--- src/hdl/sig_path_pkg.sv ---
package sig_path_pkg;
  // Channel organisation
  localparam int          NUM_CH          = 7;
  localparam int          NUM_DIFF_CH     = 4;
  localparam int          NUM_GPIO        = 7;
  localparam int          IDX_W           = 3;
  localparam int          GAIN_W          = 3;
  localparam int          ODR_W           = 3;
  localparam int          CH_W            = 3;
  localparam int          RES_W           = 16;
  // Configuration word layout: [0] ref sel, [3:1] pos, [6:4] neg, [7] buf en, [10:8] gain, [13:11] rate
  localparam int          CFG_W           = 14;
  localparam int          CFG_REF_POS     = 0;
  localparam int          CFG_POS_LSB     = 1;
  localparam int          CFG_NEG_LSB     = 4;
  localparam int          CFG_BUF_POS     = 7;
  localparam int          CFG_GAIN_LSB    = 8;
  localparam int          CFG_ODR_LSB     = 11;
  // Reset values
  localparam logic        REF_SEL_RST     = 1'b0;
  localparam logic [2:0]  ODR_RST         = 3'h7;
  localparam logic [2:0]  GAIN_RST        = 3'h0;
  localparam logic [2:0]  POS_RST         = 3'h0;
  localparam logic [2:0]  NEG_RST         = 3'h1;
  localparam logic        BUF_RST         = 1'b0;
  // Gain code: bit 2 selects the fixed 16x stage, bits 1:0 the 1/2/4/8 stage
  localparam int          FGA_BIT         = 2;
  localparam logic [7:0]  GAIN_BUF_FORCE  = 8'h10;
  // Inputs lost when the second reference is chosen
  localparam logic [2:0]  REF2_PIN_A      = 3'h6;
  localparam logic [2:0]  REF2_PIN_B      = 3'h7;
  // Rate generation: clock divisors of the two base rates
  localparam int          BASE1_DIV       = 266240;
  localparam int          BASE2_DIV       = 16640;
  localparam logic [2:0]  ODR_LINE_REJ_MAX = 3'h3;
  // Filter scaling constants
  localparam int          FILT_CLK_DIV    = 256;
  localparam int          FILT_REF_HZ     = 13952;
  // Calibration modes
  typedef enum logic [1:0] {
    CAL_OFF      = 2'h0,
    CAL_OFS_CORR = 2'h1,
    CAL_FULL     = 2'h2,
    CAL_EST      = 2'h3
  } cal_mode_e;
  localparam int          COEF_W          = 16;
endpackage

--- src/hdl/signal_path_ctrl.sv ---
`timescale 1ns/10ps
// Contract
// - Per-channel reference select, first after reset
// - Channel is positive minus negative input
// - Seven channels large, four small variant
// - Gain is fixed stage times programmable
// - Gain kept per channel
// - Gain sixteen or more forces buffer
// - Internal or external clock source
// - Crystal detected stops internal oscillator
// - Eight rates, fastest by default
// - Base rates clock/266240, clock/16640, divided
// - Rate selectable per channel
// - Scanned channel rate divided by n
// - Line rejection only at slow rates
// - Filter frequencies scale with clock
// - General pins drive or read levels
// - Background calibration corrects without interruption
// - Calibration for four differential channels
// - Results delivered in two's complement
module signal_path_ctrl #(
  parameter int  NUM_CH_P    = sig_path_pkg::NUM_CH,
  parameter int  BASE1_DIV_P = sig_path_pkg::BASE1_DIV,
  parameter int  BASE2_DIV_P = sig_path_pkg::BASE2_DIV
) (
  // Clock and reset
  input  wire logic                                sys_clk,
  input  wire logic                                rst,
  // Variant strap: high for the small variant
  input  wire logic                                small_variant,
  // Configuration write port
  input  wire logic                                cfg_wr,
  input  wire logic [sig_path_pkg::CH_W-1:0]       cfg_ch,
  input  wire logic [sig_path_pkg::CFG_W-1:0]      cfg_data,
  // Scan control
  input  wire logic                                scan_en,
  input  wire logic [sig_path_pkg::CH_W-1:0]       first_ch,
  input  wire logic [sig_path_pkg::CH_W-1:0]       last_ch,
  // Clock control
  input  wire logic                                ext_clk_sel,
  input  wire logic                                ext_clk_detect_mode,
  input  wire logic                                crystal_present,
  // Calibration
  input  wire logic [1:0]                          cal_mode,
  // Modulator raw result, same clock
  input  wire logic                                raw_valid,
  input  wire logic [sig_path_pkg::RES_W-1:0]      raw_data,
  // General pins
  input  wire logic [sig_path_pkg::NUM_GPIO-1:0]   gpio_dir,
  input  wire logic [sig_path_pkg::NUM_GPIO-1:0]   gpio_out_val,
  input  wire logic [sig_path_pkg::NUM_GPIO-1:0]   general_pins_in,
  output      logic [sig_path_pkg::NUM_GPIO-1:0]   general_pins_out,
  output      logic [sig_path_pkg::NUM_GPIO-1:0]   general_pins_oe,
  output      logic [sig_path_pkg::NUM_GPIO-1:0]   gpio_read_val,
  // Active channel path settings
  output      logic [sig_path_pkg::CH_W-1:0]       active_ch,
  output      logic                                ref_sel,
  output      logic [sig_path_pkg::IDX_W-1:0]      positive_input_index,
  output      logic [sig_path_pkg::IDX_W-1:0]      negative_input_index,
  output      logic                                fixed_gain_stage,
  output      logic [1:0]                          programmable_gain_stage,
  output      logic [7:0]                          total_gain,
  output      logic                                unity_input_buffer,
  output      logic                                line_reject_active,
  // Clock status
  output      logic                                int_osc_en,
  output      logic                                use_ext_clk,
  // Conversion results
  output      logic                                conv_done,
  output      logic [sig_path_pkg::CH_W-1:0]       result_ch,
  output      logic [sig_path_pkg::RES_W-1:0]      result_data,
  // Configuration error
  output      logic                                cfg_conflict
);
  localparam int ODR_CW = 4;
  typedef logic [sig_path_pkg::RES_W-1:0] res_t;

  initial begin
    if (NUM_CH_P != sig_path_pkg::NUM_CH) $error("channel count unsupported");
    if (BASE1_DIV_P <= BASE2_DIV_P) $error("base dividers out of order");
  end

  // Total gain from the gain code
  function automatic logic [7:0] gain_of(input logic [2:0] code);
    logic [7:0] g;
    g = 8'h01 << code[1:0];
    if (code[sig_path_pkg::FGA_BIT]) begin
      g = g << 4;
    end
    return g;
  endfunction

  // Rate code to divider over its base: codes 0-3 slow base, 4-7 fast base
  function automatic logic [ODR_CW-1:0] rate_div(input logic [2:0] code);
    return ODR_CW'(4'h8 >> code[1:0]);
  endfunction

  logic                               ref_sel_ff   [NUM_CH_P];
  logic [sig_path_pkg::IDX_W-1:0]     pos_ff       [NUM_CH_P];
  logic [sig_path_pkg::IDX_W-1:0]     neg_ff       [NUM_CH_P];
  logic                               buf_ff       [NUM_CH_P];
  logic [sig_path_pkg::GAIN_W-1:0]    gain_ff      [NUM_CH_P];
  logic [sig_path_pkg::ODR_W-1:0]     odr_ff       [NUM_CH_P];
  logic [sig_path_pkg::CH_W-1:0]      active_ch_ff;
  logic [ODR_CW-1:0]                  sub_cnt_ff;
  logic [1:0]                         small_sync_ff;
  logic                               ext_clk_ff;
  logic                               int_osc_ff;
  logic [1:0]                         xtal_sync_ff;
  logic [sig_path_pkg::NUM_GPIO-1:0]  gpio_s1_ff;
  logic [sig_path_pkg::NUM_GPIO-1:0]  gpio_s2_ff;
  logic                               conv_done_ff;
  logic [sig_path_pkg::CH_W-1:0]      result_ch_ff;
  logic [sig_path_pkg::RES_W-1:0]     result_ff;
  logic                               tick1;
  logic                               tick2;
  logic                               base_tick;
  logic                               rate_tick;
  logic [sig_path_pkg::CH_W-1:0]      max_ch;
  logic [sig_path_pkg::CH_W-1:0]      nxt_active_ch;
  logic                               cfg_ok;
  logic                               cal_ch;
  logic                               cal_on;
  logic [sig_path_pkg::COEF_W-1:0]    ofs_coef;
  logic                               coef_wr;
  logic [sig_path_pkg::COEF_W-1:0]    coef_wdata;
  logic [sig_path_pkg::RES_W-1:0]     corrected;
  logic [sig_path_pkg::NUM_DIFF_CH-1:0] coef_seen_ff;
  logic                               coef_live_ff;

  // Strap pin is asynchronous, so two stages before use
  always_ff @(posedge sys_clk) begin
    small_sync_ff <= {small_sync_ff[0], small_variant};
  end

  // Small variant has four channels only
  assign max_ch = small_sync_ff[1] ? 3'h3 : 3'(NUM_CH_P - 1);

  // Reject writes that clash with the second reference or the variant
  always_comb begin
    cfg_ok = (cfg_ch <= max_ch);
    if (cfg_data[sig_path_pkg::CFG_REF_POS]) begin
      if (cfg_data[sig_path_pkg::CFG_POS_LSB +: 3] inside {sig_path_pkg::REF2_PIN_A, sig_path_pkg::REF2_PIN_B} ||
          cfg_data[sig_path_pkg::CFG_NEG_LSB +: 3] inside {sig_path_pkg::REF2_PIN_A, sig_path_pkg::REF2_PIN_B}) begin
        cfg_ok = 1'b0;
      end
    end
  end

  // Flag a refused write, held until the next write
  always_ff @(posedge sys_clk) begin
    if (rst) begin
      cfg_conflict <= 1'b0;
    end else if (cfg_wr) begin
      cfg_conflict <= ~cfg_ok;
    end
  end

  // Per-channel configuration fields
  always_ff @(posedge sys_clk) begin
    if (rst) begin
      for (int i = 0; i < NUM_CH_P; i++) begin
        ref_sel_ff[i] <= sig_path_pkg::REF_SEL_RST;
        pos_ff[i]     <= sig_path_pkg::POS_RST;
        neg_ff[i]     <= sig_path_pkg::NEG_RST;
        buf_ff[i]     <= sig_path_pkg::BUF_RST;
        gain_ff[i]    <= sig_path_pkg::GAIN_RST;
        odr_ff[i]     <= sig_path_pkg::ODR_RST;
      end
    end else if (cfg_wr && cfg_ok) begin
      ref_sel_ff[cfg_ch] <= cfg_data[sig_path_pkg::CFG_REF_POS];
      pos_ff[cfg_ch]     <= cfg_data[sig_path_pkg::CFG_POS_LSB +: 3];
      neg_ff[cfg_ch]     <= cfg_data[sig_path_pkg::CFG_NEG_LSB +: 3];
      buf_ff[cfg_ch]     <= cfg_data[sig_path_pkg::CFG_BUF_POS];
      gain_ff[cfg_ch]    <= cfg_data[sig_path_pkg::CFG_GAIN_LSB +: 3];
      odr_ff[cfg_ch]     <= cfg_data[sig_path_pkg::CFG_ODR_LSB +: 3];
    end
  end

  // Clock source; detection stops the internal oscillator only once a crystal is seen
  always_ff @(posedge sys_clk) begin
    if (rst) begin
      xtal_sync_ff <= 2'h0;
    end else begin
      xtal_sync_ff <= {xtal_sync_ff[0], crystal_present};
    end
  end

  always_ff @(posedge sys_clk) begin
    if (rst) begin
      ext_clk_ff <= 1'b0;
      int_osc_ff <= 1'b1;
    end else begin
      ext_clk_ff <= ext_clk_sel | (ext_clk_detect_mode & xtal_sync_ff[1]);
      int_osc_ff <= ~(ext_clk_detect_mode & xtal_sync_ff[1]);
    end
  end

  assign use_ext_clk = ext_clk_ff;
  assign int_osc_en  = int_osc_ff;

  // Base rate ticks: sys_clk stands in for the modulator clock
  rate_divider #(.DIV(BASE1_DIV_P)) u_base1 (
    .sys_clk (sys_clk),
    .rst     (rst),
    .tick    (tick1)
  );

  rate_divider #(.DIV(BASE2_DIV_P)) u_base2 (
    .sys_clk (sys_clk),
    .rst     (rst),
    .tick    (tick2)
  );

  // Code bit 2 picks the fast base; filter response follows the clock the same way
  assign base_tick = odr_ff[active_ch_ff][2] ? tick2 : tick1;

  // Sub-divide the base by 1, 2, 4 or 8
  always_ff @(posedge sys_clk) begin
    if (rst) begin
      sub_cnt_ff <= '0;
    end else if (base_tick) begin
      sub_cnt_ff <= (sub_cnt_ff + 1'b1 >= rate_div(odr_ff[active_ch_ff])) ? '0 : ODR_CW'(sub_cnt_ff + 1'b1);
    end
  end

  assign rate_tick = base_tick && (ODR_CW'(sub_cnt_ff + 1'b1) >= rate_div(odr_ff[active_ch_ff]));

  // Advance the scan on each rate tick, so n channels share one rate
  always_comb begin
    nxt_active_ch = active_ch_ff;
    if (scan_en) begin
      if (active_ch_ff >= last_ch || active_ch_ff >= max_ch) begin
        nxt_active_ch = first_ch;
      end else begin
        nxt_active_ch = active_ch_ff + 1'b1;
      end
    end
  end

  always_ff @(posedge sys_clk) begin
    if (rst) begin
      active_ch_ff <= '0;
    end else if (!scan_en) begin
      active_ch_ff <= (first_ch > max_ch) ? max_ch : first_ch;
    end else if (rate_tick) begin
      active_ch_ff <= nxt_active_ch;
    end
  end

  // Active channel outputs
  assign active_ch               = active_ch_ff;
  assign ref_sel                 = ref_sel_ff[active_ch_ff];
  assign positive_input_index    = pos_ff[active_ch_ff];
  assign negative_input_index    = neg_ff[active_ch_ff];
  assign fixed_gain_stage        = gain_ff[active_ch_ff][sig_path_pkg::FGA_BIT];
  assign programmable_gain_stage = gain_ff[active_ch_ff][1:0];
  assign total_gain              = gain_of(gain_ff[active_ch_ff]);
  assign unity_input_buffer      = (total_gain >= sig_path_pkg::GAIN_BUF_FORCE) | buf_ff[active_ch_ff];
  assign line_reject_active      = (odr_ff[active_ch_ff] <= sig_path_pkg::ODR_LINE_REJ_MAX);

  // Background calibration on differential channels only, never stalls the stream
  assign cal_ch     = (active_ch_ff < 3'(sig_path_pkg::NUM_DIFF_CH));
  assign cal_on     = (cal_mode != sig_path_pkg::CAL_OFF) && cal_ch;
  assign coef_wr    = raw_valid && cal_on && (cal_mode != sig_path_pkg::CAL_EST);
  assign coef_wdata = raw_data >>> 8;

  // Coefficient used only once written; the store has no reset, live lines up with its read
  always_ff @(posedge sys_clk) begin
    if (rst) begin
      coef_seen_ff <= '0;
      coef_live_ff <= 1'b0;
    end else begin
      if (coef_wr) begin
        coef_seen_ff[active_ch_ff[1:0]] <= 1'b1;
      end
      coef_live_ff <= coef_seen_ff[active_ch_ff[1:0]];
    end
  end

  cal_coef_mem #(.DEPTH(sig_path_pkg::NUM_DIFF_CH), .W(sig_path_pkg::COEF_W)) u_coef (
    .sys_clk (sys_clk),
    .wr_en   (coef_wr),
    .wr_addr (active_ch_ff[1:0]),
    .wr_data (coef_wdata),
    .rd_addr (active_ch_ff[1:0]),
    .rd_data (ofs_coef)
  );

  // Offset correction in signed arithmetic
  assign corrected = (cal_on && coef_live_ff) ? res_t'($signed(raw_data) - $signed(ofs_coef)) : raw_data;

  // Register the two's complement result
  always_ff @(posedge sys_clk) begin
    if (rst) begin
      conv_done_ff <= 1'b0;
      result_ch_ff <= '0;
      result_ff    <= '0;
    end else begin
      conv_done_ff <= raw_valid;
      if (raw_valid) begin
        result_ch_ff <= active_ch_ff;
        result_ff    <= corrected;
      end
    end
  end

  assign conv_done   = conv_done_ff;
  assign result_ch   = result_ch_ff;
  assign result_data = result_ff;

  // General pins: two-stage sync on reads
  always_ff @(posedge sys_clk) begin
    if (rst) begin
      gpio_s1_ff <= '0;
      gpio_s2_ff <= '0;
    end else begin
      gpio_s1_ff <= general_pins_in;
      gpio_s2_ff <= gpio_s1_ff;
    end
  end

  assign general_pins_out = gpio_out_val;
  assign general_pins_oe  = gpio_dir;
  assign gpio_read_val    = gpio_s2_ff;
endmodule

--- src/hdl/cal_coef_mem.sv ---
`timescale 1ns/10ps
// Per-channel offset coefficient store, registered read
module cal_coef_mem #(
  parameter int DEPTH = 4,
  parameter int W     = 16
) (
  // Clock
  input  wire logic                       sys_clk,
  // Write port
  input  wire logic                       wr_en,
  input  wire logic [$clog2(DEPTH)-1:0]   wr_addr,
  input  wire logic [W-1:0]               wr_data,
  // Read port
  input  wire logic [$clog2(DEPTH)-1:0]   rd_addr,
  output      logic [W-1:0]               rd_data
);
  logic [W-1:0] mem [DEPTH];

  initial begin
    if (DEPTH < 2) $error("depth too small");
  end

  // Write
  always_ff @(posedge sys_clk) begin
    if (wr_en) begin
      mem[wr_addr] <= wr_data;
    end
  end

  // Registered read keeps the timing path short
  always_ff @(posedge sys_clk) begin
    rd_data <= mem[rd_addr];
  end
endmodule

--- src/hdl/rate_divider.sv ---
`timescale 1ns/10ps
// Free counter producing a one-cycle tick every DIV cycles
module rate_divider #(
  parameter int DIV = 16640
) (
  // Clock and reset
  input  wire logic sys_clk,
  input  wire logic rst,
  // Tick
  output      logic tick
);
  localparam int CW = $clog2(DIV);
  logic [CW-1:0] cnt_ff;

  initial begin
    if (DIV < 2) $error("divider too small");
  end

  // Count modulo DIV
  always_ff @(posedge sys_clk) begin
    if (rst) begin
      cnt_ff <= '0;
    end else if (cnt_ff == CW'(DIV - 1)) begin
      cnt_ff <= '0;
    end else begin
      cnt_ff <= cnt_ff + 1'b1;
    end
  end

  assign tick = (cnt_ff == CW'(DIV - 1));
endmodule

--- config.mk ---
export PLATFORM = sky130hd
export DESIGN_NAME = signal_path_ctrl
export DESIGN_NICKNAME = d
export VERILOG_FILES = /design/src/hdl/sig_path_pkg.sv /design/src/hdl/signal_path_ctrl.sv /design/src/hdl/cal_coef_mem.sv /design/src/hdl/rate_divider.sv
export SDC_FILE = /design/constraint.sdc
export NUM_CORES = 1
export LEC_CHECK = 0
export ABC_CLOCK_PERIOD_IN_PS = 4600
export CAP_MARGIN = 30
export CORE_UTILIZATION = 55
export CTS_BUF_LIST = sky130_fd_sc_hd__clkbuf_4 sky130_fd_sc_hd__clkbuf_8 sky130_fd_sc_hd__clkbuf_16
export DETAILED_ROUTE_END_ITERATION = 16
export DONT_BUFFER_PORTS = 1
export GPL_TIMING_DRIVEN = 0
export PLACE_DENSITY = 0.7
export SKIP_LAST_GASP = 1
export SLEW_MARGIN = 20
export SYNTH_ARGS = -nofsm -noshare
export SYNTH_HDL_FRONTEND = slang
export SYNTH_SLANG_ARGS = --single-unit
--- constraint.sdc ---
create_clock -name sys_clk -period 4.6 [get_ports sys_clk]
set_input_delay 0.23 -clock sys_clk [delete_from_list [all_inputs] [get_ports sys_clk]]
set_output_delay 0.23 -clock sys_clk [all_outputs]
set_load 0.03 [all_outputs]
---- Yosys cells after proc, flatten, opt, wreduce, memory -nomap -nowiden ----
Memories as Yosys holds them, arrays and structs flattened. A register that Yosys moved wholly into a read port is not among the register bits.
Cells that the tools add are included.
word-level totals
  register bits after elaboration ......... 103
  bits in writable memories ............... 130
  word-level logic and storage cells ...... 127
  output and inout port bits .............. 67
  memories kept ........................... 7
  input bits .............................. 71
memories
  memory       depth  width  rd ports  clocked after Yosys merged registers in  wr ports  line                     text
  u_coef.mem   4      8      1         1                                        1         cal_coef_mem.sv:17       logic [W-1:0] mem [DEPTH];
  gain_ff      7      3      1         1                                        7         signal_path_ctrl.sv:102  logic [sig_path_pkg::GAIN_W-1:0] gain_ff [NUM_CH_P];
  neg_ff       7      3      1         1                                        7         signal_path_ctrl.sv:100  logic [sig_path_pkg::IDX_W-1:0] neg_ff [NUM_CH_P];
  odr_ff       7      3      1         1                                        7         signal_path_ctrl.sv:103  logic [sig_path_pkg::ODR_W-1:0] odr_ff [NUM_CH_P];
  pos_ff       7      3      1         1                                        7         signal_path_ctrl.sv:99   logic [sig_path_pkg::IDX_W-1:0] pos_ff [NUM_CH_P];
  buf_ff       7      1      1         1                                        7         signal_path_ctrl.sv:101  logic buf_ff [NUM_CH_P];
  +1 memories  -      -      -         -                                        -         -
cells by class
  add/sub/neg operators ................... 5
  equal/unequal tests ..................... 8
  reduce and logical (&&, ||, !) cells .... 20
  magnitude comparators ................... 10
  bitwise gates (word level) .............. 6
  multiplexer cells ....................... 52
  shift operators ......................... 2
operator list
  kind                     number
  $mux W3                  27
  $mux W1                  20
  $add A19 B1 Y19 const B  1
  $eq A19 B19 Y1 const B   1
  $mux W16                 1
  $sub A16 B16 Y16         1
  $add A15 B1 Y15 const B  1
  $eq A15 B15 Y1 const B   1
  $eq A3 B3 Y1 const B     4
  $reduce_or A3 Y1         4
  $ge A8 B5 Y1 const B     1
  $mux W8                  1
  $shl A1 B2 Y8 const A    1
  $logic_and A1 B1 Y1      7
  $ge A3 B3 Y1             2
  $reduce_bool A2 Y1       3
  $add A4 B1 Y4 const B    1
  $ge A4 B4 Y1             1
  $mux W4                  1
  $or A4 B4 Y4             1
  $reduce_or A2 Y1         2
  $shr A4 B2 Y4 const A    1
  $add A3 B1 Y3 const B    1
  $gt A3 B3 Y1             1
  14 further kinds         18

---- Logic depth before layout (Yosys ltp) ----
Gate-level depths: netlist of run 1.
  word-level depth ........................ 11
  mapped depth ............................ 12
  mapped depth without buffers ............ 10

---- Cells and area by module ----
From an unflattened synthesis of run 1, not the netlist that was laid out.
second synthesis, totals
  cells, all modules ...................... 1015
  area total of the unflattened synthesis .. 12507.0 um^2
by module, submodules not included
  module                   instances  area an instance (um^2)  cells each  seq. area each (um^2)
  signal_path_ctrl         1          8272.9                   743         4344.2
  cal_coef_mem             1          2697.6                   104         2242.2
  rate_divider at u_base1  1          877.1                    95          380.4
  rate_divider at u_base2  1          659.4                    73          300.3

---- Least setup slack after synthesis of run 1 ----
Ideal clock, no wire load.
  path kind ............................... flip-flop to flip-flop
  start ................................... register with a tool-made name
  end ..................................... register with a tool-made name
  cell stages (with the launch flop) ...... 13
  data required time ...................... 4.467 ns
  clock period less this slack ............ 3.525 ns
  path buffers ............................ 2
  arrival time ............................ 3.392 ns
  slack ................................... 1.075 ns
  setup time .............................. 0.133 ns
  cell sequence ........................... dfxtp_1 > buf_2 > buf_2 > mux4_2 > mux2i_1 > nor2_1 > ha_1 > nand2b_1 > a2111oi_0 > nor2_1 > a21oi_4 > a211o_1 > a21oi_2

==> impl_metrics.json, run 1 <==
{
  "status": "finished clean",
  "rsz0062_at_grt": "no",
  "tns_ns": 0,
  "required_ns": 5.00,
  "post_cts_resized": 0,
  "cts_root_buffer": "clkbuf_16",
  "cp_data_arrival_time_ns": 4.68,
  "placed_cells": 1134,
  "maxCapViolCount": 0,
  "finalWirelength_um": 23500,
  "dp_hpwl_um": 16000,
  "p_per_area_mw_per_mm2": 400,
  "clock.fmax_mhz": 234,
  "report.final.hold_viol_count": 0,
  "grt_overflow_total": 0,
  "synthesis.nets": 971,
  "grt_pass1_vias": 6804,
  "synthFlopType": "edfxtp_1",
  "die_y_um": 141,
  "syn2layout_area_growth_pct": 15.1,
  "initial_core_util_pct": 56.4,
  "die_w_um": 141,
  "preCtsSetupSlack_ns": 0.386,
  "drtPass1Iterations": 5,
  "cts_made_buffers": 25,
  "insertion_delay_ns": 0.52,
  "worst_pin_slew_ns": 0.994,
  "cp_slowest_cell": "a2111oi_0",
  "antenna_found_initial": 0,
  "drc": 0,
  "path_delay_family": "compound AO/OA/AOI/OAI gates",
  "post_drt_via_cell_ratio": 5.65,
  "synth.avg_cell_area_um2": 12.2,
  "hold_class": "primary input to register",
  "synth_cell_types": 66,
  "slew_headroom_pct": 32.0,
  "start_kind": "register",
  "synth_seq_area_share_pct": 57.9,
  "final_cells": 1225,
  "clkSinkCount": 242,
  "final.setup_skew_ns": 0.0216,
  "clock_path_buffers": 3,
  "cts_tree": "done",
  "crit_path_cell_trace": "buf_2 > buf_2 > mux4_2 > mux2i_1 > nor2_1 > ha_1 > nand2b_1 > a2111oi_0 > nor2_1 > a21oi_4 > nand3_1 > o41ai_2",
  "setup_viol": 0,
  "synthArstFlopShare_pct": 0,
  "post-route-period-util_pct": 93.0,
  "wire_per_inst_um": 19.2,
  "vias": 6926,
  "antenna_left": 0,
  "vdd_ir_drop_max_v": 0.000324,
  "path_clk_slew_ns": 0.06,
  "fin_crit_ns": 4.28,
  "nets": 1046,
  "gp_congestion": 0.802,
  "grt_pass1_wl_um": 37100,
  "cp_num_buf_inv": 2,
  "syn_inst": 871,
  "synth_edf_count": 130,
  "utilization_pct": 64.9,
  "syn-cell-area_mm2": 0.0106,
  "setup_slack_ns": 0.321,
  "worstSetupEndpointType": "register",
  "ys_warn_count": 0,
  "leakage_nw": 4.61,
  "dieArea_mm2": 0.0199,
  "final_layout_size_suffix_gt1_share_pct": 13.1,
  "io_buffers": 0,
  "worst-setup-path-type": "register to register",
  "row_count": 50,
  "fin_total_pwr_mw": 4.89,
  "first_iter_violations": 539,
  "timing.critical_path.fanout_max": 10,
  "ioPinCount": 138,
  "grt_max_degree": 15,
  "drv_slew": 0,
  "cpPeakStageDelay_ns": 0.88,
  "h-tree-depth": 1,
  "grt_usage_pct": 24.4,
  "synth_seq_cells": 242,
  "diodes": 0,
  "core_area_mm2": 0.0188
}
-- where the power goes --
part	total [mW]	internal, mW	switching, mW	leakage, nW
combinational	0.562	0.221	0.341	2.01
clock	1.90	1.11	0.796	0.395
sequential	2.43	2.35	0.0744	2.21
total	4.89	3.68	1.21	4.61
-- state kept, by name, summed over array words and instances (netlist names), 8 cells and up, named ones only --
signal / cells
buf_ff: 8
pos_ff: 24
u_coef.rd_data: 8
neg_ff: 24
u_base1.cnt_ff: 19
gain_ff: 24
result_data: 16
ref_sel_ff: 8
u_coef.mem: 32
odr_ff: 24
u_base2.cnt_ff: 15
-- per-stage QoR --
step           instance area, um2  hold slack (ns)
6_report                    12200           0.0181
5_1_grt                     12200          0.00689
4_1_cts                     12200         0.000558
3_5_place_dp                11000            0.258
3_3_place_gp                10900            0.258
2_1_floorplan               10600            0.258
-- area by class of cell --
cell class / instances / area (um2)
Timing Repair Buffer: 48 / 475
Inverter: 40 / 150
Clock inverter: 8 / 47.5
Multi-Input combinational cell: 538 / 4080
Tap cell: 260 / 325
Clock buffer: 38 / 736
Fill cell: 1410 / 6610
Buffer: 51 / 263
Sequential cell: 242 / 6150
-- cells in the final DEF (no fill, tap or decap), types with 16 or more instances in the layout --
cell type	Yosys	routed
and2_1	19	19
and3_1	16	16
clkbuf_1	22	22
clkbuf_16	0	25
dfxtp_1	112	112
dlygate4sd3_1	0	44
edfxtp_1	130	130
ha_1	28	28
inv_1	39	39
mux2i_1	21	21
mux4_2	32	32
nand2_1	62	62
nand3_1	19	19
nor2_1	125	125
nor2b_1	24	24
xnor2_1	22	22
xor2_1	19	19
-- cell families after synthesis --
logic type | Yosys count | share of synthesized area, %
mux | 67 | 11.1
flops | 242 | 57.9
xor+xnor | 41 | 3.38
simple gates | 322 | 14.5
buf+inv | 91 | 3.89
compound gates | 79 | 5.78
fa+ha+maj | 29 | 3.49
-- repair_timing --
| action | CTS | global route |
|---|---|---|
| endpoints found under the setup margin | 0 | 0 |
| hold buffers | 44 | 0 |
| hold endpoints to repair | 98 | 0 |
| setup buffers | 0 | 0 |
-- per-layer routing --
| layer | up-vias | share of wire [%] | routed length (um) | GRT usage (%) |
|---|---|---|---|---|
| met2 | 258 | 46 | 10700 | 38.6 |
| met4 | 0 | 1.5 | 353 | 5.66 |
| met3 | 28 | 7.6 | 1790 | 5.06 |
| li1 | 3265 | - | - | - |
| met5 | - | 0 | 0 | 0 |
| met1 | 3375 | 45 | 10600 | 34.8 |
-- synthesized netlist by cell type, types with 2 or more instances --
cell type | count | area [um2]
o21ai_0 | 10 | 50.1
nor4b_1 | 2 | 17.5
buf_2 | 9 | 45.0
or3_1 | 4 | 25.0
o22a_1 | 5 | 43.8
nand2b_1 | 12 | 75.1
a21boi_1 | 2 | 15.0
o31ai_1 | 3 | 22.5
o32ai_1 | 2 | 17.5
clkbuf_1 | 22 | 82.6
xor2_1 | 19 | 166
o41ai_2 | 3 | 48.8
a311oi_1 | 5 | 43.8
o211ai_1 | 5 | 37.5
and2_1 | 19 | 119
o211a_1 | 3 | 30.0
dfxtp_1 | 112 | 2240
o21a_1 | 6 | 45.0
mux4_1 | 5 | 131
nor4_1 | 4 | 25.0
mux2_2 | 8 | 90.1
nand2_1 | 62 | 233
a211o_1 | 2 | 17.5
a31oi_1 | 2 | 12.5
inv_1 | 39 | 146
nand4_1 | 6 | 37.5
a21oi_1 | 10 | 50.1
a211oi_1 | 6 | 45.0
nor2b_1 | 24 | 150
nand3_1 | 19 | 95.1
xnor2_1 | 22 | 193
buf_4 | 14 | 105
and4_1 | 2 | 17.5
mux4_2 | 32 | 721
edfxtp_1 | 130 | 3900
a21o_1 | 2 | 15.0
a2111oi_0 | 3 | 26.3
nor3_1 | 13 | 65.1
mux2i_1 | 21 | 210
buf_1 | 5 | 18.8
nor2_1 | 125 | 469
ha_1 | 28 | 350
or4_1 | 4 | 30.0
or2_2 | 3 | 18.8
and3_1 | 16 | 100
-- worst paths after layout --
path / from / to / slack [ns] / depth (start not counted)
worst max-delay path: register / register / 0.32 / 12
worst min-delay path: cfg_ch[0] / ref_sel_ff[0] / 0.02 / 2
worst max register to register: register / register / 0.32 / 12
worst min register to register: small_sync_ff[0] / small_sync_ff[1] / 0.33 / 0
Note: power is estimated with default switching activity, not from simulation.
==> run 2: changes to the inputs <==
--- a/config.mk
+++ b/config.mk
@@ -5,6 +5,7 @@
 export SDC_FILE = /design/constraint.sdc
 export NUM_CORES = 1
 export LEC_CHECK = 0
+export ABC_AREA = 1
 export ABC_CLOCK_PERIOD_IN_PS = 4600
 export CAP_MARGIN = 30
 export CORE_UTILIZATION = 55
==> run 2 against run 1 <==
  * Register-to-register slack better by 0.93 ns
  * Combinational power increased to 2.8 times the previous value
  * Synthesized cell count grew 48%
  * Fmax increased by 28%
  * Non-clock buffer count is 13 higher
  * Wire length is 21% higher
  * Core utilization up 0.58 points
  * Cell area rose by 5.3%
  * Clock power rose by 15%
==> impl_metrics.json, run 2 <==
{
  "synth.avg_cell_area_um2": 8.64,
  "syn2layout_area_growth_pct": 15.5,
  "holdBufCountCts": 44,
  "h-tree-depth": 1,
  "yosysMostFrequentCell": "nor2_1",
  "die_y_um": 144,
  "setup_viol": 0,
  "timing.critical_path.fanout_max": 14,
  "report.final.hold_viol_count": 0,
  "io_buffers": 0,
  "cts_tree": "done",
  "core_area_mm2": 0.0197,
  "worst-setup-path-type": "register to register",
  "synth_compound_area_share_pct": 10.6,
  "grt_usage_pct": 28.2,
  "syn_inst": 1290,
  "antenna_left": 0,
  "grt_max_degree": 15,
  "final.setup_skew_ns": 0.00739,
  "clock_path_buffers": 3,
  "slew_headroom_pct": 36.6,
  "yosysTopAreaCellShare_pct": 35.0,
  "dieArea_mm2": 0.0208,
  "synthFlopType": "edfxtp_1",
  "hold_class": "primary input to register",
  "antenna_found_initial": 2,
  "cts_made_buffers": 26,
  "muxShareOfSynthArea_pct": 0,
  "utilization_pct": 65.5,
  "maxCapViolCount": 0,
  "cp_data_arrival_time_ns": 3.41,
  "synth_xor_area_share_pct": 1.34,
  "synth_edf_count": 130,
  "layout_commonest_cell": "nor2_1",
  "first_iter_violations": 710,
  "fin_crit_ns": 3.35,
  "grt_pass1_wl_um": 44400,
  "top_register": "u_coef.mem",
  "required_ns": 4.66,
  "drc": 0,
  "ioPinCount": 138,
  "cts_root_buffer": "clkbuf_16",
  "synth_seq_cells": 242,
  "die_w_um": 144,
  "post_drt_via_cell_ratio": 5.42,
  "finalWirelength_um": 28300,
  "wire_per_inst_um": 17.1,
  "p_per_area_mw_per_mm2": 493,
  "dp_hpwl_um": 19200,
  "synthesis.nets": 1390,
  "grt_pass1_vias": 8395,
  "initial_core_util_pct": 56.7,
  "postCtsSetupBuffers": 0,
  "synthAdderAreaFrac_pct": 3.32,
  "yosys-top-cells-count": "252 x nor2_1, 199 x nand2_1, 167 x inv_1, 130 x edfxtp_1, 112 x dfxtp_1",
  "drtPass1Iterations": 5,
  "gp_congestion": 0.878,
  "leakage_nw": 5.39,
  "grt_overflow_total": 0,
  "row_count": 51,
  "status": "finished clean",
  "worst_pin_slew_ns": 0.944,
  "synthTopCellsByArea": "edfxtp_1 35%, dfxtp_1 20%, nor2_1 8.5%",
  "ys_warn_count": 0,
  "path_clk_slew_ns": 0.06,
  "fillers": 1639,
  "start_kind": "register",
  "mostFrequentLayoutCells": "252 x nor2_1, 199 x nand2_1, 167 x inv_1",
  "worstSetupEndpointType": "register",
  "yosysTopAreaCell": "edfxtp_1",
  "clkSinkCount": 242,
  "vdd_ir_drop_max_v": 0.000363,
  "yosys.area_share.simple_pct": 20.9,
  "post-route-period-util_pct": 72.8,
  "insertion_delay_ns": 0.53,
  "synth_top_family_by_area": "simple AND/OR/NAND/NOR gates",
  "rsz0062_at_grt": "no",
  "synthArstFlopShare_pct": 0,
  "synth_seq_area_share_pct": 55.1,
  "final_layout_size_suffix_gt1_share_pct": 8.73,
  "clock.fmax_mhz": 299,
  "post_cts_resized": 0,
  "tns_ns": 0,
  "vias": 8958,
  "largest_reg_flops": 32,
  "syn-cell-area_mm2": 0.0111,
  "synth_cell_types": 45,
  "nets": 1467,
  "drv_slew": 0
}
[run 2: cell types whose count changed in the layout (fill, tap and decap cells not counted), moves of 33 or more]
cell / before / now
nand2_1: 62 / 199
o21ai_0: 10 / 101
nor2_1: 125 / 252
inv_1: 39 / 167
a21oi_1: 10 / 58
nand3_1: 19 / 52
[run 2: worst max-delay path: stages (launching register included)]
cell and delay [ns]:
dfxtp_1 0.66, ha_1 0.35, nand2_1 0.06, o21bai_1 0.05
nand2_1 0.11, nand3_4 0.16, nor2_2 0.15, inv_1 0.09
nand3_1 0.25, buf_2 0.36, nand2_1 0.62
[run 2: cell families (layout without fill, tap and decap cells)]
logic type | count (synthesis) | count (layout)
other cells | 0 | 1
compound gates | 215 | 215
fa+ha+maj | 29 | 29
buf+inv | 232 | 328
flops | 242 | 242
simple gates | 555 | 555
xor+xnor | 17 | 17
[run 2: area by class of cell]
class	count	area, um2	area share [%]
diodes	1	2.50	0.0194
plain buffers	63	340	2.64
clock buffers	34	734	5.71
clock inverters	13	174	1.35
inverters	169	634	4.93
multi-input cells	816	4040	31.4
flip-flops and latches	242	6150	47.7
well taps	265	332	2.58
repair buffers	49	470	3.65
[run 2: final timing paths]
check                                       from               end  slack [ns]  cells past startpoint
worst min register to register  small_sync_ff[0]  small_sync_ff[1]        0.33                      0
worst min-delay path                 cfg_data[9]     gain_ff[4][1]        0.01                      2
worst max register to register  small_sync_ff[1]      pos_ff[4][2]        1.25                     10
worst max-delay path            small_sync_ff[1]      pos_ff[4][2]        1.25                     10
[run 2: report_power, final]
part | leakage [nW] | switching (mW) | internal (mW) | total, mW
Clock | 0.447 | 0.841 | 1.35 | 2.19
Combinational | 2.73 | 1.14 | 0.468 | 1.60
Sequential | 2.21 | 0.132 | 2.42 | 2.55
[run 2: stage by stage]
stage	setup WS [ns]	instances	cell area (um2)	hold WS, ns	power, mW
2_1_floorplan	1.65	1290	11100	0.258	3.76
3_3_place_gp	-0.253	1555	11500	0.258	4.11
3_5_place_dp	1.32	1560	11500	0.258	4.15
4_1_cts	1.29	1651	12900	0.0000561	6.36
5_1_grt	1.15	1652	12900	0.0222	6.68
6_report	1.25	1652	12900	0.00970	6.34
[run 2: routing by layer]
layer  wire length [um]  track usage (%)  vias to the layer above
li1                   -                -                     4368
met1              11900             37.9                     4131
met2              12500             43.8                      386
met3               2910             7.48                       71
met4                928             10.6                        2
met5                 13                0                        -
==> run 3: changes to the inputs <==
--- a/config.mk
+++ b/config.mk
@@ -6,7 +6,7 @@
 export NUM_CORES = 1
 export LEC_CHECK = 0
 export ABC_AREA = 1
-export ABC_CLOCK_PERIOD_IN_PS = 4600
+export ABC_CLOCK_PERIOD_IN_PS = 3300
 export CAP_MARGIN = 30
 export CORE_UTILIZATION = 55
 export CTS_BUF_LIST = sky130_fd_sc_hd__clkbuf_4 sky130_fd_sc_hd__clkbuf_8 sky130_fd_sc_hd__clkbuf_16
==> constraint.sdc (replaced) <==
create_clock -name sys_clk -period 3.3 [get_ports sys_clk]
set_input_delay 0.165 -clock sys_clk [delete_from_list [all_inputs] [get_ports sys_clk]]
set_output_delay 0.165 -clock sys_clk [all_outputs]
set_load 0.03 [all_outputs]
==> run 3 against run 2 <==
  * Fmax grew 8.6%
  * Register-to-register slack lost 1.0 ns
  * First-iteration DRC count shrank 7.9%
  * Largest power group unchanged
  * Power grew 40%
  * Non-clock buffer count grew 8
  * Largest cell class unchanged
==> impl_metrics.json, run 3 (same netlist as run 2, synthesis figures left out) <==
{
  "worstSetupEndpointType": "register",
  "die_w_um": 144,
  "regArea_mm2": 0.00615,
  "p_per_area_mw_per_mm2": 684,
  "cp_slowest_cell": "dfxtp_1",
  "initial_core_util_pct": 56.7,
  "first_iter_violations": 654,
  "cts_tree": "done",
  "cp_num_buf_inv": 2,
  "vdd_ir_drop_max_v": 0.000505,
  "finalWirelength_um": 28500,
  "wire_per_inst_um": 17.2,
  "mostFrequentLayoutCells": "252 x nor2_1, 198 x nand2_1, 167 x inv_1",
  "cts_root_buffer": "clkbuf_16",
  "path_delay_family": "simple AND/OR/NAND/NOR gates",
  "utilization_pct": 65.9,
  "p_sw_share_pct": 33.4,
  "ioPinCount": 138,
  "row_count": 51,
  "grt_overflow_total": 0,
  "crit_top_cell": "nand2_1",
  "post_drt_via_cell_ratio": 5.44,
  "layout_commonest_cell": "nor2_1",
  "crit_path_cell_trace": "ha_1 > nand2_1 > o21bai_1 > nand2_1 > nand3_4 > nor2_2 > inv_1 > nor2_1 > nand2_1 > buf_4 > nand2_1",
  "final.setup_skew_ns": 0.00803,
  "multi_input_area_mm2": 0.00405,
  "post-route-period-util_pct": 93.5,
  "insertion_delay_ns": 0.53,
  "grt_pass1_wl_um": 44500,
  "p_comb_share_pct": 25.4,
  "core_area_mm2": 0.0197,
  "largest_reg_flops": 32,
  "syn2layout_area_growth_pct": 16.3,
  "dieArea_mm2": 0.0208,
  "ff2ff_path_depth": 11,
  "h-tree-depth": 1,
  "holdPathStages": 4,
  "slew_headroom_pct": 41.4,
  "drv_slew": 0,
  "worst-setup-path-type": "register to register",
  "fillers": 1629,
  "dp_hpwl_um": 19200,
  "clock_path_buffers": 3,
  "io_buffers": 0,
  "status": "finished clean",
  "rsz0062_at_grt": "no",
  "p_int_mw": 5.91,
  "cts_made_buffers": 26,
  "top_register": "u_coef.mem",
  "vias": 9030,
  "setup_viol": 0,
  "report.final.hold_viol_count": 0,
  "hold_class": "primary input to register",
  "fin_crit_ns": 3.08,
  "placed_cells": 1560,
  "clkPwrFrac_pct": 34.5,
  "grt_usage_pct": 28.3,
  "start_kind": "register",
  "worst_pin_slew_ns": 0.875,
  "timing.critical_path.fanout_max": 14,
  "die_y_um": 144,
  "netSwitchingPower_mw": 2.96,
  "drtPass1Iterations": 5,
  "clock.fmax_mhz": 324,
  "antenna_found_initial": 2,
  "antenna_left": 0,
  "cpPeakStageDelay_ns": 0.64,
  "required_ns": 3.46,
  "final_layout_size_suffix_gt1_share_pct": 8.82,
  "grt_pass1_vias": 8414,
  "path_clk_slew_ns": 0.06,
  "cp.depth": 11,
  "clkSinkCount": 242,
  "drc": 0,
  "nets": 1475,
  "grt_max_degree": 15,
  "final_cells": 1660,
  "maxCapViolCount": 0,
  "cp_data_arrival_time_ns": 3.24,
  "seqPwrFrac_pct": 40.1,
  "gp_congestion": 0.878,
  "leakage_nw": 5.42
}
-- run 3: cell count changes in the layout (fill, tap and decap cells not counted) --
cell	previous run	this run
dlygate4sd3_1	44	52
o21ai_2	2	3
nand2_2	4	5
nand2_1	199	198
o21ai_1	1	0
-- run 3: final timing paths --
path	from	slack, ns	end
setup / recovery	small_sync_ff[1]	0.22	neg_ff[3][0]
hold / removal	first_ch[1]	0.004	active_ch[1]
setup reg to reg	small_sync_ff[1]	0.22	neg_ff[3][0]
hold reg to reg	small_sync_ff[0]	0.33	small_sync_ff[1]
-- run 3: worst reg2reg max path: stages, from the launching register on --
cell,delay (ns)
dfxtp_1,0.64
ha_1,0.35
nand2_1,0.06
o21bai_1,0.05
nand2_1,0.11
nand3_4,0.16
nor2_2,0.15
inv_1,0.09
nor2_1,0.15
nand2_1,0.11
buf_4,0.21
nand2_1,0.62
-- run 3: power by group through the flow --
stage	clock (mW)	sequential, mW	combinational (mW)
final	3.06	3.55	2.25
after global routing	3.22	3.58	2.53
after CTS	3.09	3.55	2.23
after detailed placement	0	3.62	2.16
after global placement	0	3.61	2.11
after floorplan	0	3.58	1.67
-- run 3: timing repair --
action / 4_1_cts / 5_1_grt
buffers inserted: 0 / 0
hold buffers: 52 / 0
hold endpoints to repair: 141 / 0
endpoints found under the setup margin: 11 / 4
resized for setup: 1 / 1
-- run 3: layout make-up --
| class | instances | area share (%) |
|---|---|---|
| well taps | 265 | 2.56 |
| repair buffers | 57 | 4.25 |
| clock buffers | 34 | 5.67 |
| inverters | 169 | 4.89 |
| plain buffers | 63 | 2.63 |
| flip-flops and latches | 242 | 47.4 |
| clock inverters | 13 | 1.34 |
| diodes | 1 | 0.0193 |
| multi-input cells | 816 | 31.2 |
-- run 3: through the flow --
| step | TNS, ns | area [um2] | setup slack [ns] | power, mW | hold slack (ns) |
|---|---|---|---|---|---|
| 3_5_place_dp | 0 | 11500 | 0.0202 | 5.78 | 0.193 |
| 3_3_place_gp | -32.17 | 11500 | -1.55 | 5.73 | 0.193 |
| 5_1_grt | 0 | 13000 | 0.0221 | 9.32 | 0.0464 |
| 4_1_cts | 0 | 13000 | 0.179 | 8.87 | 0.00313 |
| 6_report | 0 | 13000 | 0.216 | 8.87 | 0.00386 |
| 2_1_floorplan | 0 | 11100 | 0.352 | 5.25 | 0.193 |
-- run 3: layer usage --
metal / wire length (um) / up-vias / GRT usage [%]
met3: 3000 / 62 / 7.48
met2: 12700 / 399 / 44.0
met1: 12000 / 4184 / 37.9
met4: 848 / 2 / 10.6
met5: 13 / - / 0
li1: - / 4383 / -
